## src/hdl/edge_irq_pkg.sv

```systemverilog
// constants for the pin edge interrupt handler
package edge_irq_pkg;
	// ========================================
	// register offsets
	localparam logic [7:0] OFS_STATUS_LO  = 8'hB1;
	localparam logic [7:0] OFS_STATUS_HI  = 8'hB2;
	localparam logic [7:0] OFS_MASK_LO    = 8'hB4;
	localparam logic [7:0] OFS_MASK_HI    = 8'hB5;
	localparam logic [7:0] OFS_EDGE_0_3   = 8'hC0;
	localparam logic [7:0] OFS_EDGE_4_5   = 8'hC1;
	localparam logic [7:0] OFS_EDGE_9_11  = 8'hC2;
	localparam logic [7:0] OFS_EDGE_12_14 = 8'hC3;
	localparam logic [7:0] OFS_CTRL       = 8'hC5;
	// ========================================
	// fields and reset values
	localparam int         CTRL_RDCLR_BIT = 2;
	localparam int         CTRL_PEND_BIT  = 1;
	localparam logic [7:0] EDGE_RESET     = 8'h00;
	localparam logic [7:0] MASK_RESET     = 8'hFF;
	localparam logic [7:0] STATUS_RESET   = 8'h00;
	localparam logic [7:0] READ_UNMAPPED  = 8'h00;
	// pins 0-5, 9-12 and 14 exist; all other pairs are inert
	localparam logic [15:0] PIN_VALID     = 16'h5E3F;
	localparam int         PIN_COUNT      = 16;
endpackage : edge_irq_pkg

```

## src/hdl/pin_edge_detect.sv

```systemverilog
// one pin: synchroniser, settled level and edge pulse
`timescale 1ns/1ps
module pin_edge_detect (
	input  wire logic sys_clk,
	input  wire logic rst,
	input  wire logic pin_async,
	input  wire logic is_input,
	input  wire logic rise_en,
	input  wire logic fall_en,
	output logic      edge_pulse
);
	logic sync1_r;
	logic sync2_r;
	logic sync3_r;
	logic level_r;
	logic settled_change;

	// ========================================
	// synchroniser; first stage feeds only the second
	always_ff @(posedge sys_clk) begin
		if (rst) begin
			sync1_r <= 1'b0;
			sync2_r <= 1'b0;
			sync3_r <= 1'b0;
		end else begin
			sync1_r <= pin_async;
			sync2_r <= sync1_r;
			sync3_r <= sync2_r;
		end
	end

	// change counts once the second and third stages agree
	assign settled_change = (sync2_r == sync3_r) && (sync3_r != level_r);

	always_ff @(posedge sys_clk) begin
		if (rst) begin
			level_r <= 1'b0;
		end else if (settled_change) begin
			level_r <= sync3_r;
		end
	end

	// ========================================
	// edge qualification
	always_comb begin
		edge_pulse = 1'b0;
		if (settled_change && is_input) begin
			edge_pulse = (sync3_r && rise_en) || (!sync3_r && fall_en);
		end
	end
endmodule : pin_edge_detect

```

## src/hdl/edge_irq_handler.sv

```systemverilog
// pin edge interrupt handler: edge select, mask, status, control
// What this block does
// - each pin picks falling edges with pattern 01, rising with 10, and both with 11.
// - with both selection bits clear a pin detects nothing, and that is the reset state.
// - only pins configured as inputs can raise edge events.
// - the upper bit of each pin's pair enables rising-edge detection.
// - the lower bit of each pair enables falling-edge detection; reserved pairs do nothing.
// - a mask bit at 1 blocks its pin from the request line, and all masks reset to 1.
// - a mask bit at 0 lets its pin's event reach the request line.
// - with pending-disable set, events arriving while the request is active are dropped.
// - with clear-on-read off, a write of 1 clears that status bit and reads change nothing.
// - with clear-on-read on, reading a status register clears it.
// - a clear-on-read access releases the request line once no unmasked status remains.
// - any unmasked detected event pulls the active-low request line low.
`timescale 1ns/1ps
module edge_irq_handler
	import edge_irq_pkg::*;
(
	input  wire logic        sys_clk,
	input  wire logic        rst,
	input  wire logic [15:0] pin_in,
	input  wire logic [15:0] pin_is_input,
	input  wire logic [7:0]  reg_addr,
	input  wire logic        reg_wr,
	input  wire logic        reg_rd,
	input  wire logic [7:0]  reg_wdata,
	output logic      [7:0]  reg_rdata,
	output logic             proc1_irq_n
);
	logic [7:0]  edge_sel_r [4];
	logic [7:0]  mask_r     [2];
	logic [15:0] status_r;
	logic        clear_on_read_select_r;
	logic        pending_event_disable_r;
	logic [7:0]  reg_rdata_r;
	logic        irq_n_r;
	logic [15:0] mask_all;
	logic [15:0] rise_en;
	logic [15:0] fall_en;
	logic [15:0] pin_event;
	logic [15:0] latch_set;
	logic [15:0] status_clr;
	logic [15:0] status_nxt;
	logic        wr_status_lo;
	logic        wr_status_hi;
	logic        rd_status_lo;
	logic        rd_status_hi;

	assign mask_all = {mask_r[1], mask_r[0]};

	// ========================================
	// per-pin edge detectors
	genvar p;
	generate
		for (p = 0; p < PIN_COUNT; p++) begin : g_pin
			assign rise_en[p] = edge_sel_r[p / 4][2 * (p % 4) + 1];
			assign fall_en[p] = edge_sel_r[p / 4][2 * (p % 4)];
			pin_edge_detect u_det (
				.sys_clk    (sys_clk),
				.rst        (rst),
				.pin_async  (pin_in[p]),
				.is_input   (pin_is_input[p]),
				.rise_en    (rise_en[p]),
				.fall_en    (fall_en[p]),
				.edge_pulse (pin_event[p])
			);
		end
	endgenerate

	// ========================================
	// event latching and clearing
	always_comb begin
		latch_set = pin_event & PIN_VALID;
		// dropping events while serviced trades completeness for fewer re-entries
		if (pending_event_disable_r && !irq_n_r) begin
			latch_set = 16'h0000;
		end
	end

	assign wr_status_lo = reg_wr && (reg_addr == OFS_STATUS_LO);
	assign wr_status_hi = reg_wr && (reg_addr == OFS_STATUS_HI);
	assign rd_status_lo = reg_rd && (reg_addr == OFS_STATUS_LO);
	assign rd_status_hi = reg_rd && (reg_addr == OFS_STATUS_HI);

	always_comb begin
		status_clr = 16'h0000;
		if (clear_on_read_select_r) begin
			if (rd_status_lo) begin
				status_clr[7:0] = 8'hFF;
			end
			if (rd_status_hi) begin
				status_clr[15:8] = 8'hFF;
			end
		end else begin
			if (wr_status_lo) begin
				status_clr[7:0] = reg_wdata;
			end
			if (wr_status_hi) begin
				status_clr[15:8] = reg_wdata;
			end
		end
		// a new event beats a clear in the same cycle
		status_nxt = (status_r & ~status_clr) | latch_set;
	end

	always_ff @(posedge sys_clk) begin
		if (rst) begin
			status_r <= {STATUS_RESET, STATUS_RESET};
		end else begin
			status_r <= status_nxt;
		end
	end

	// ========================================
	// request line, one cycle behind status
	always_ff @(posedge sys_clk) begin
		if (rst) begin
			irq_n_r <= 1'b1;
		end else begin
			irq_n_r <= ~|(status_r & ~mask_all);
		end
	end

	assign proc1_irq_n = irq_n_r;

	// ========================================
	// configuration registers
	always_ff @(posedge sys_clk) begin
		if (rst) begin
			for (int i = 0; i < 4; i++) begin
				edge_sel_r[i] <= EDGE_RESET;
			end
		end else if (reg_wr) begin
			unique case (reg_addr)
				OFS_EDGE_0_3:   edge_sel_r[0] <= reg_wdata;
				OFS_EDGE_4_5:   edge_sel_r[1] <= reg_wdata;
				OFS_EDGE_9_11:  edge_sel_r[2] <= reg_wdata;
				OFS_EDGE_12_14: edge_sel_r[3] <= reg_wdata;
				default: ;
			endcase
		end
	end

	always_ff @(posedge sys_clk) begin
		if (rst) begin
			mask_r[0] <= MASK_RESET;
			mask_r[1] <= MASK_RESET;
		end else if (reg_wr && (reg_addr == OFS_MASK_LO)) begin
			mask_r[0] <= reg_wdata;
		end else if (reg_wr && (reg_addr == OFS_MASK_HI)) begin
			mask_r[1] <= reg_wdata;
		end
	end

	always_ff @(posedge sys_clk) begin
		if (rst) begin
			clear_on_read_select_r  <= 1'b0;
			pending_event_disable_r <= 1'b0;
		end else if (reg_wr && (reg_addr == OFS_CTRL)) begin
			// other bits are not stored at all
			clear_on_read_select_r  <= reg_wdata[CTRL_RDCLR_BIT];
			pending_event_disable_r <= reg_wdata[CTRL_PEND_BIT];
		end
	end

	// ========================================
	// read port, data one cycle after the strobe
	always_ff @(posedge sys_clk) begin
		if (rst) begin
			reg_rdata_r <= READ_UNMAPPED;
		end else if (reg_rd) begin
			unique case (reg_addr)
				OFS_STATUS_LO:  reg_rdata_r <= status_r[7:0];
				OFS_STATUS_HI:  reg_rdata_r <= status_r[15:8];
				OFS_MASK_LO:    reg_rdata_r <= mask_r[0];
				OFS_MASK_HI:    reg_rdata_r <= mask_r[1];
				OFS_EDGE_0_3:   reg_rdata_r <= edge_sel_r[0];
				OFS_EDGE_4_5:   reg_rdata_r <= edge_sel_r[1];
				OFS_EDGE_9_11:  reg_rdata_r <= edge_sel_r[2];
				OFS_EDGE_12_14: reg_rdata_r <= edge_sel_r[3];
				OFS_CTRL: begin
					reg_rdata_r <= 8'h00;
					reg_rdata_r[CTRL_RDCLR_BIT] <= clear_on_read_select_r;
					reg_rdata_r[CTRL_PEND_BIT] <= pending_event_disable_r;
				end
				default:        reg_rdata_r <= READ_UNMAPPED;
			endcase
		end
	end

	assign reg_rdata = reg_rdata_r;

	// ========================================
	// checks
	edge_gated_a: assert property (@(posedge sys_clk) disable iff (rst)
		|latch_set |=> ((status_r & $past(latch_set)) == $past(latch_set)))
		else $error("detected event not latched");

	edge_off_a: assert property (@(posedge sys_clk) disable iff (rst)
		(pin_event & ~(rise_en | fall_en)) == 16'h0000)
		else $error("event on pin with detection off");

	input_only_a: assert property (@(posedge sys_clk) disable iff (rst)
		(pin_event & ~pin_is_input) == 16'h0000)
		else $error("event on non-input pin");

	reserved_inert_a: assert property (@(posedge sys_clk) disable iff (rst)
		(status_r & ~PIN_VALID) == 16'h0000)
		else $error("reserved status bit set");

	masked_quiet_a: assert property (@(posedge sys_clk) disable iff (rst)
		((status_r & ~mask_all) == 16'h0000) |=> proc1_irq_n)
		else $error("request with all status masked");

	unmasked_irq_a: assert property (@(posedge sys_clk) disable iff (rst)
		(|(status_r & ~mask_all)) |=> !proc1_irq_n)
		else $error("unmasked status without request");

	pend_discard_a: assert property (@(posedge sys_clk) disable iff (rst)
		(pending_event_disable_r && !proc1_irq_n) |-> (latch_set == 16'h0000))
		else $error("event kept during service");

	read_keep_a: assert property (@(posedge sys_clk) disable iff (rst)
		(reg_rd && !reg_wr && !clear_on_read_select_r)
		|=> (status_r == ($past(status_r) | $past(latch_set))))
		else $error("read changed status in write-clear mode");

	write_clear_a: assert property (@(posedge sys_clk) disable iff (rst)
		(wr_status_lo && !clear_on_read_select_r && (latch_set[7:0] == 8'h00))
		|=> ((status_r[7:0] & $past(reg_wdata)) == 8'h00))
		else $error("write did not clear status bits");

	read_clear_a: assert property (@(posedge sys_clk) disable iff (rst)
		(rd_status_lo && clear_on_read_select_r && (latch_set[7:0] == 8'h00))
		|=> (status_r[7:0] == 8'h00))
		else $error("read did not clear status");

	read_release_a: assert property (@(posedge sys_clk) disable iff (rst)
		(rd_status_lo && clear_on_read_select_r && (latch_set == 16'h0000)
		&& ((status_r[15:8] & ~mask_r[1]) == 8'h00))
		##1 (latch_set == 16'h0000) |=> proc1_irq_n)
		else $error("request held after clearing read");

	ctrl_reserved_a: assert property (@(posedge sys_clk) disable iff (rst)
		(reg_rd && (reg_addr == OFS_CTRL)) |=> ((reg_rdata & 8'hF9) == 8'h00))
		else $error("reserved control bits not zero");

	irq_seen_c: cover property (@(posedge sys_clk) disable iff (rst)
		$fell(proc1_irq_n));
	read_clear_c: cover property (@(posedge sys_clk) disable iff (rst)
		rd_status_lo && clear_on_read_select_r && (status_r[7:0] != 8'h00));
	both_edges_c: cover property (@(posedge sys_clk) disable iff (rst)
		pin_event[0] && rise_en[0] && fall_en[0]);
	pend_drop_c: cover property (@(posedge sys_clk) disable iff (rst)
		pending_event_disable_r && !proc1_irq_n && |(pin_event & PIN_VALID));
endmodule : edge_irq_handler

```

## config.mk

```make
export PLATFORM = sky130hd
export DESIGN_NAME = edge_irq_handler
export DESIGN_NICKNAME = d
export VERILOG_FILES = /design/src/hdl/edge_irq_pkg.sv /design/src/hdl/pin_edge_detect.sv /design/src/hdl/edge_irq_handler.sv
export SDC_FILE = /design/constraint.sdc
export NUM_CORES = 1
export LEC_CHECK = 0
export BUFFER_PORTS_ARGS = -buffer_cell sky130_fd_sc_hd__buf_2
export CORE_ASPECT_RATIO = 2
export CORE_MARGIN = 2
export CORE_UTILIZATION = 50
export CTS_BUF_LIST = sky130_fd_sc_hd__clkbuf_2 sky130_fd_sc_hd__clkbuf_4 sky130_fd_sc_hd__clkbuf_8
export DETAILED_ROUTE_END_ITERATION = 16
export PLACE_DENSITY = 0.82
export SYNTH_ARGS = -nofsm -noshare
export SYNTH_HDL_FRONTEND = slang
export SYNTH_SLANG_ARGS = --single-unit
export TNS_END_PERCENT = 50
```

## constraint.sdc

```tcl
create_clock -name sys_clk -period 1.6 [get_ports sys_clk]
set_clock_uncertainty 0.2 [all_clocks]
set_input_delay 0.16 -clock sys_clk [delete_from_list [all_inputs] [get_ports sys_clk]]
set_output_delay 0.16 -clock sys_clk [all_outputs]
set_load 0.02 [all_outputs]
```

==> impl_results.html <==
<table>
<tr><th>Metric</th><th>Value</th></tr>
<tr><th colspan="2">Global routing</th></tr>
<tr><td>Pin count of the biggest net entering global routing</td><td>37</td></tr>
<tr><td>Number of global-route vias before repair</td><td>4727</td></tr>
<tr><td>Global routing's busiest layer</td><td>met2</td></tr>
<tr><td>Grt met2 use</td><td>54.6%</td></tr>
<tr><td>Global-route wire length before repair</td><td>25.6 mm</td></tr>
<tr><td>Total congestion overflow</td><td>0</td></tr>
<tr><td>Met3 Usage GRT</td><td>6.31%</td></tr>
<tr><td>GR Util All Layers</td><td>30.7%</td></tr>
<tr><td>Met1 Usage GRT</td><td>30.3%</td></tr>
<tr><td>Initial antenna violation count</td><td>0</td></tr>
<tr><th colspan="2">Layout</th></tr>
<tr><td>Fraction of layout cells with a size suffix above 1</td><td>26.4%</td></tr>
<tr><td>Final instance area</td><td>6740 µm²</td></tr>
<tr><td>Final cell count without fillers</td><td>768</td></tr>
<tr><td>Post-Route Utilization</td><td>66.8%</td></tr>
<tr><td>Post-layout nets</td><td>672</td></tr>
<tr><td>Antenna diode count</td><td>0</td></tr>
<tr><td>Area growth from synthesis to layout</td><td>30.0%</td></tr>
<tr><th colspan="2">Drt</th></tr>
<tr><td>DRT iter0 DRCs</td><td>369</td></tr>
<tr><td>Mean number of vias per cell</td><td>5.91</td></tr>
<tr><td>Total detailed-routing wirelength</td><td>16.8 mm</td></tr>
<tr><td>Detailed Routing Iterations Pass 1</td><td>7</td></tr>
<tr><td>Detailed-route via count</td><td>4539</td></tr>
<tr><td>Wirelength per Cell</td><td>21.9 µm</td></tr>
<tr><td>Antenna-violating nets left</td><td>0</td></tr>
<tr><td>DR DRC count</td><td>0</td></tr>
<tr><th colspan="2">STA</th></tr>
<tr><td>Total setup violations reported at the end of the flow</td><td>1</td></tr>
<tr><td>Final worst path period share</td><td>102%</td></tr>
<tr><td>Number of pins with negative max-slew slack in the final report</td><td>0</td></tr>
<tr><td>Least-Margin Pin Slew</td><td>569 ps</td></tr>
<tr><td>Relative slew margins</td><td>62.0%</td></tr>
<tr><td>RSZ-0062 raised after global routing</td><td>true</td></tr>
<tr><td>Final critical-path setup slack</td><td>-26.0 ps</td></tr>
<tr><td>Max Clock Freq</td><td>0.615 GHz</td></tr>
<tr><td>Time the final worst path needs with I/O delays and setup</td><td>1630 ps</td></tr>
<tr><td>Number of hold violations in the final report</td><td>0</td></tr>
<tr><td>Worst hold margin</td><td>18.0 ps</td></tr>
<tr><th colspan="2">Logic synthesis</th></tr>
<tr><td>Post-synthesis register bit count</td><td>119</td></tr>
<tr><td>Top-count cell post-synth</td><td>sky130_fd_sc_hd__dfxtp_1</td></tr>
<tr><td>Largest area contributor in the synthesized netlist</td><td>sky130_fd_sc_hd__edfxtp_1</td></tr>
<tr><td>Total of warnings raised by yosys</td><td>0</td></tr>
<tr><td>Share of synthesized area occupied by flip-flops and latches</td><td>55.2%</td></tr>
<tr><td>Number of flops mapped to enable cells by yosys</td><td>48</td></tr>
<tr><td>Avg Cell Area, Syn</td><td>10.7 µm²</td></tr>
<tr><td>Portion of synthesized cell area occupied by the leading cell type</td><td>27.8%</td></tr>
<tr><td>Net count after synthesis</td><td>535</td></tr>
<tr><td>Synthesized instance count</td><td>483</td></tr>
<tr><td>Synth Cell Area</td><td>5190 µm²</td></tr>
<tr><td>Synth area leaders</td><td>sky130_fd_sc_hd__edfxtp_1, sky130_fd_sc_hd__dfxtp_1, sky130_fd_sc_hd__nor2b_1</td></tr>
<tr><td>Leading cell types by count after synthesis</td><td>sky130_fd_sc_hd__dfxtp_1, sky130_fd_sc_hd__edfxtp_1, sky130_fd_sc_hd__nand2_1</td></tr>
<tr><td>Share of flip-flops with an asynchronous set or reset after synthesis</td><td>0%</td></tr>
<tr><td>Number of distinct library cells after synthesis</td><td>58</td></tr>
<tr><td>Primary flip-flop cell chosen by synthesis mapping</td><td>sky130_fd_sc_hd__dfxtp_1</td></tr>
<tr><th colspan="2">Die</th></tr>
<tr><td>Height of the die</td><td>148 µm</td></tr>
<tr><td>Effective utilization at floorplan</td><td>51.4%</td></tr>
<tr><td>Die Outline Area</td><td>11300 µm²</td></tr>
<tr><td>Rows</td><td>52</td></tr>
<tr><td>Core Region</td><td>10100 µm²</td></tr>
<tr><td>I/O pin total</td><td>61</td></tr>
<tr><td>Width of the die</td><td>76.0 µm</td></tr>
<tr><th colspan="2">Clocking</th></tr>
<tr><td>Clock tree root buffer cell</td><td>sky130_fd_sc_hd__clkbuf_8</td></tr>
<tr><td>Clock slew at reported path FFs</td><td>70 ps</td></tr>
<tr><td>TritonCTS clock tree</td><td>yes</td></tr>
<tr><td>Count of H-tree levels built during CTS</td><td>4</td></tr>
<tr><td>Number of sinks handled by clock tree synthesis</td><td>119</td></tr>
<tr><td>Buffer levels on the longest clock path</td><td>2</td></tr>
<tr><td>Insertion delay of the later-clocked pin in the worst-skew pair</td><td>440 ps</td></tr>
<tr><td>Total clock buffers created by CTS</td><td>17</td></tr>
<tr><th colspan="2">Min path</th></tr>
<tr><td>Count of cells along the worst hold path</td><td>4</td></tr>
<tr><td>Hold Path Class</td><td>in2reg</td></tr>
<tr><th colspan="2">Setup path</th></tr>
<tr><td>Category of the worst setup path capture point</td><td>flop</td></tr>
<tr><td>CP required</td><td>1730 ps</td></tr>
<tr><td>Data arrival time at the worst-slack endpoint</td><td>1750 ps</td></tr>
<tr><td>Highest net fanout along the worst path</td><td>2</td></tr>
<tr><td>CP startpoint kind</td><td>flop</td></tr>
<tr><td>Worst Setup Path Type</td><td>reg2reg</td></tr>
<tr><td>Depth of the most critical reg-to-reg path</td><td>5</td></tr>
<tr><th colspan="2">Place</th></tr>
<tr><td>Placer Congestion</td><td>0.986</td></tr>
<tr><td>Half-perimeter wire length after detailed placement</td><td>12.5 mm</td></tr>
<tr><td>Cells after DPL</td><td>706</td></tr>
<tr><td>Buffers added on ports</td><td>50</td></tr>
<tr><td>DP Area</td><td>6000 µm²</td></tr>
<tr><td>Worst Setup Slack post-DPL</td><td>-394 ps</td></tr>
<tr><th colspan="2">Run status</th></tr>
<tr><td>Failing checks</td><td>negative setup slack</td></tr>
<tr><td>Result of the run</td><td>complete, but fails checks</td></tr>
<tr><th colspan="2">Power and ir drop</th></tr>
<tr><td>Areal power density over the cells</td><td>939 nW/µm²</td></tr>
<tr><td>Worst ir drop on vdd</td><td>0.00112 V</td></tr>
<tr><td>Static leakage</td><td>2.60 nW</td></tr>
<tr><th colspan="2">Flow run</th></tr>
<tr><td>Max_cap viols</td><td>0</td></tr>
</table>
[metal layers]
| metal | vias up | wire, µm |
|---|---|---|
| li1 | 2078 | - |
| met1 | 2141 | 5690 |
| met3 | 84 | 929 |
| met5 | - | 0 |
| met4 | 0 | 1560 |
| met2 | 236 | 8630 |
[through the flow]
step	power, W	setup TNS [ps]
after floorplan	0.00356	-1690
after global placement	0.00381	-27430
after detailed placement	0.00382	-30430
after CTS	0.00631	-45.2
after global routing	0.00650	-170
final	0.00633	-26.0
[flip-flops by register name, summed over array words and instances (netlist names)]
register and flops:
g_pin.u_det.sync3_r 11, pending_event_disable_r 1, status_r 16, reg_rdata 8, edge_sel_r 32, g_pin.u_det.sync2_r 11
g_pin.u_det.level_r 11, mask_r 16, g_pin.u_det.sync1_r 11, proc1_irq_n 1, clear_on_read_select_r 1
[power breakdown]
part	internal (W)	leakage [nW]	switching [W]	total, W
registers	0.00325	1.04	0.0000759	0.00332
logic	0.000243	1.38	0.000277	0.000520
clock network	0.00125	0.178	0.00124	0.00248
[critical path, cell delays in order (launching register included)]
cell	delay, ps
sky130_fd_sc_hd__edfxtp_1	400
sky130_fd_sc_hd__mux2_4	290
sky130_fd_sc_hd__a221oi_4	290
sky130_fd_sc_hd__a2111oi_2	80
sky130_fd_sc_hd__a221oi_2	180
sky130_fd_sc_hd__o21ai_1	90
[worst paths after layout]
| path | slack [ps] | endpoint | from |
|---|---|---|---|
| setup reg to reg | -30 | reg_rdata[2]$_SDFFE_PP0P_ | mask_r[0][10]$_DFFE_PP_ |
| hold / removal | 20 | reg_rdata[2]$_SDFFE_PP0P_ | rst |
| hold reg to reg | 230 | g_pin[4].u_det.sync2_r$_SDFF_PP0_ | g_pin[4].u_det.sync1_r$_SDFF_PP0_ |
| setup / recovery | -30 | reg_rdata[2]$_SDFFE_PP0P_ | mask_r[0][10]$_DFFE_PP_ |
[area by class of cell]
type / instances / area (µm²)
flip-flops and latches: 119 / 2860
clock buffers: 19 / 249
repair buffers: 140 / 1050
inverters: 26 / 97.6
clock inverters: 13 / 106
multi-input cells: 316 / 2200
fillers: 776 / 3340
well taps: 135 / 169
[cell families (layout without fill, tap and decap cells)]
group           count (synthesis)  in the layout  synth area share (%)
compound gates                127            127                  16.7
simple gates                  185            185                  23.1
buf+inv                        48            198                  4.12
flops                         119            119                  55.2
mux                             4              4                 0.916
[cell usage in the layout (no fill, tap or decap), types with 3 or more instances in the layout]
master and instances:
sky130_fd_sc_hd__dfxtp_1 70, sky130_fd_sc_hd__buf_4 55, sky130_fd_sc_hd__buf_2 50, sky130_fd_sc_hd__edfxtp_1 48
sky130_fd_sc_hd__nand2_1 40, sky130_fd_sc_hd__nor2b_1 37, sky130_fd_sc_hd__dlygate4sd3_1 31, sky130_fd_sc_hd__and2_1 28
sky130_fd_sc_hd__inv_1 26, sky130_fd_sc_hd__a21oi_1 25, sky130_fd_sc_hd__o211ai_1 22, sky130_fd_sc_hd__clkbuf_8 17
sky130_fd_sc_hd__o21ai_0 16, sky130_fd_sc_hd__a22oi_1 14, sky130_fd_sc_hd__nor2_1 12, sky130_fd_sc_hd__and4b_1 11
sky130_fd_sc_hd__nor4bb_1 11, sky130_fd_sc_hd__nor4_1 9, sky130_fd_sc_hd__o22ai_1 7, sky130_fd_sc_hd__and3_1 5
sky130_fd_sc_hd__o21ai_1 5, sky130_fd_sc_hd__nand4_1 5, sky130_fd_sc_hd__a211oi_1 4, sky130_fd_sc_hd__a221oi_1 4
sky130_fd_sc_hd__clkinv_2 4, sky130_fd_sc_hd__buf_12 4, sky130_fd_sc_hd__nand2b_1 3, sky130_fd_sc_hd__and2b_1 3
sky130_fd_sc_hd__a22oi_2 3, sky130_fd_sc_hd__clkinvlp_4 3
[what timing repair did]
item                       CTS  global route
cloned                       0             0
setup endpoints to repair   16             9
pin swaps                    4             1
resized for setup            6            11
hold buffers                31             0
setup buffers                0             0
hold endpoints to repair    57             0
No activity file was read; power rests on OpenSTA's default activity.
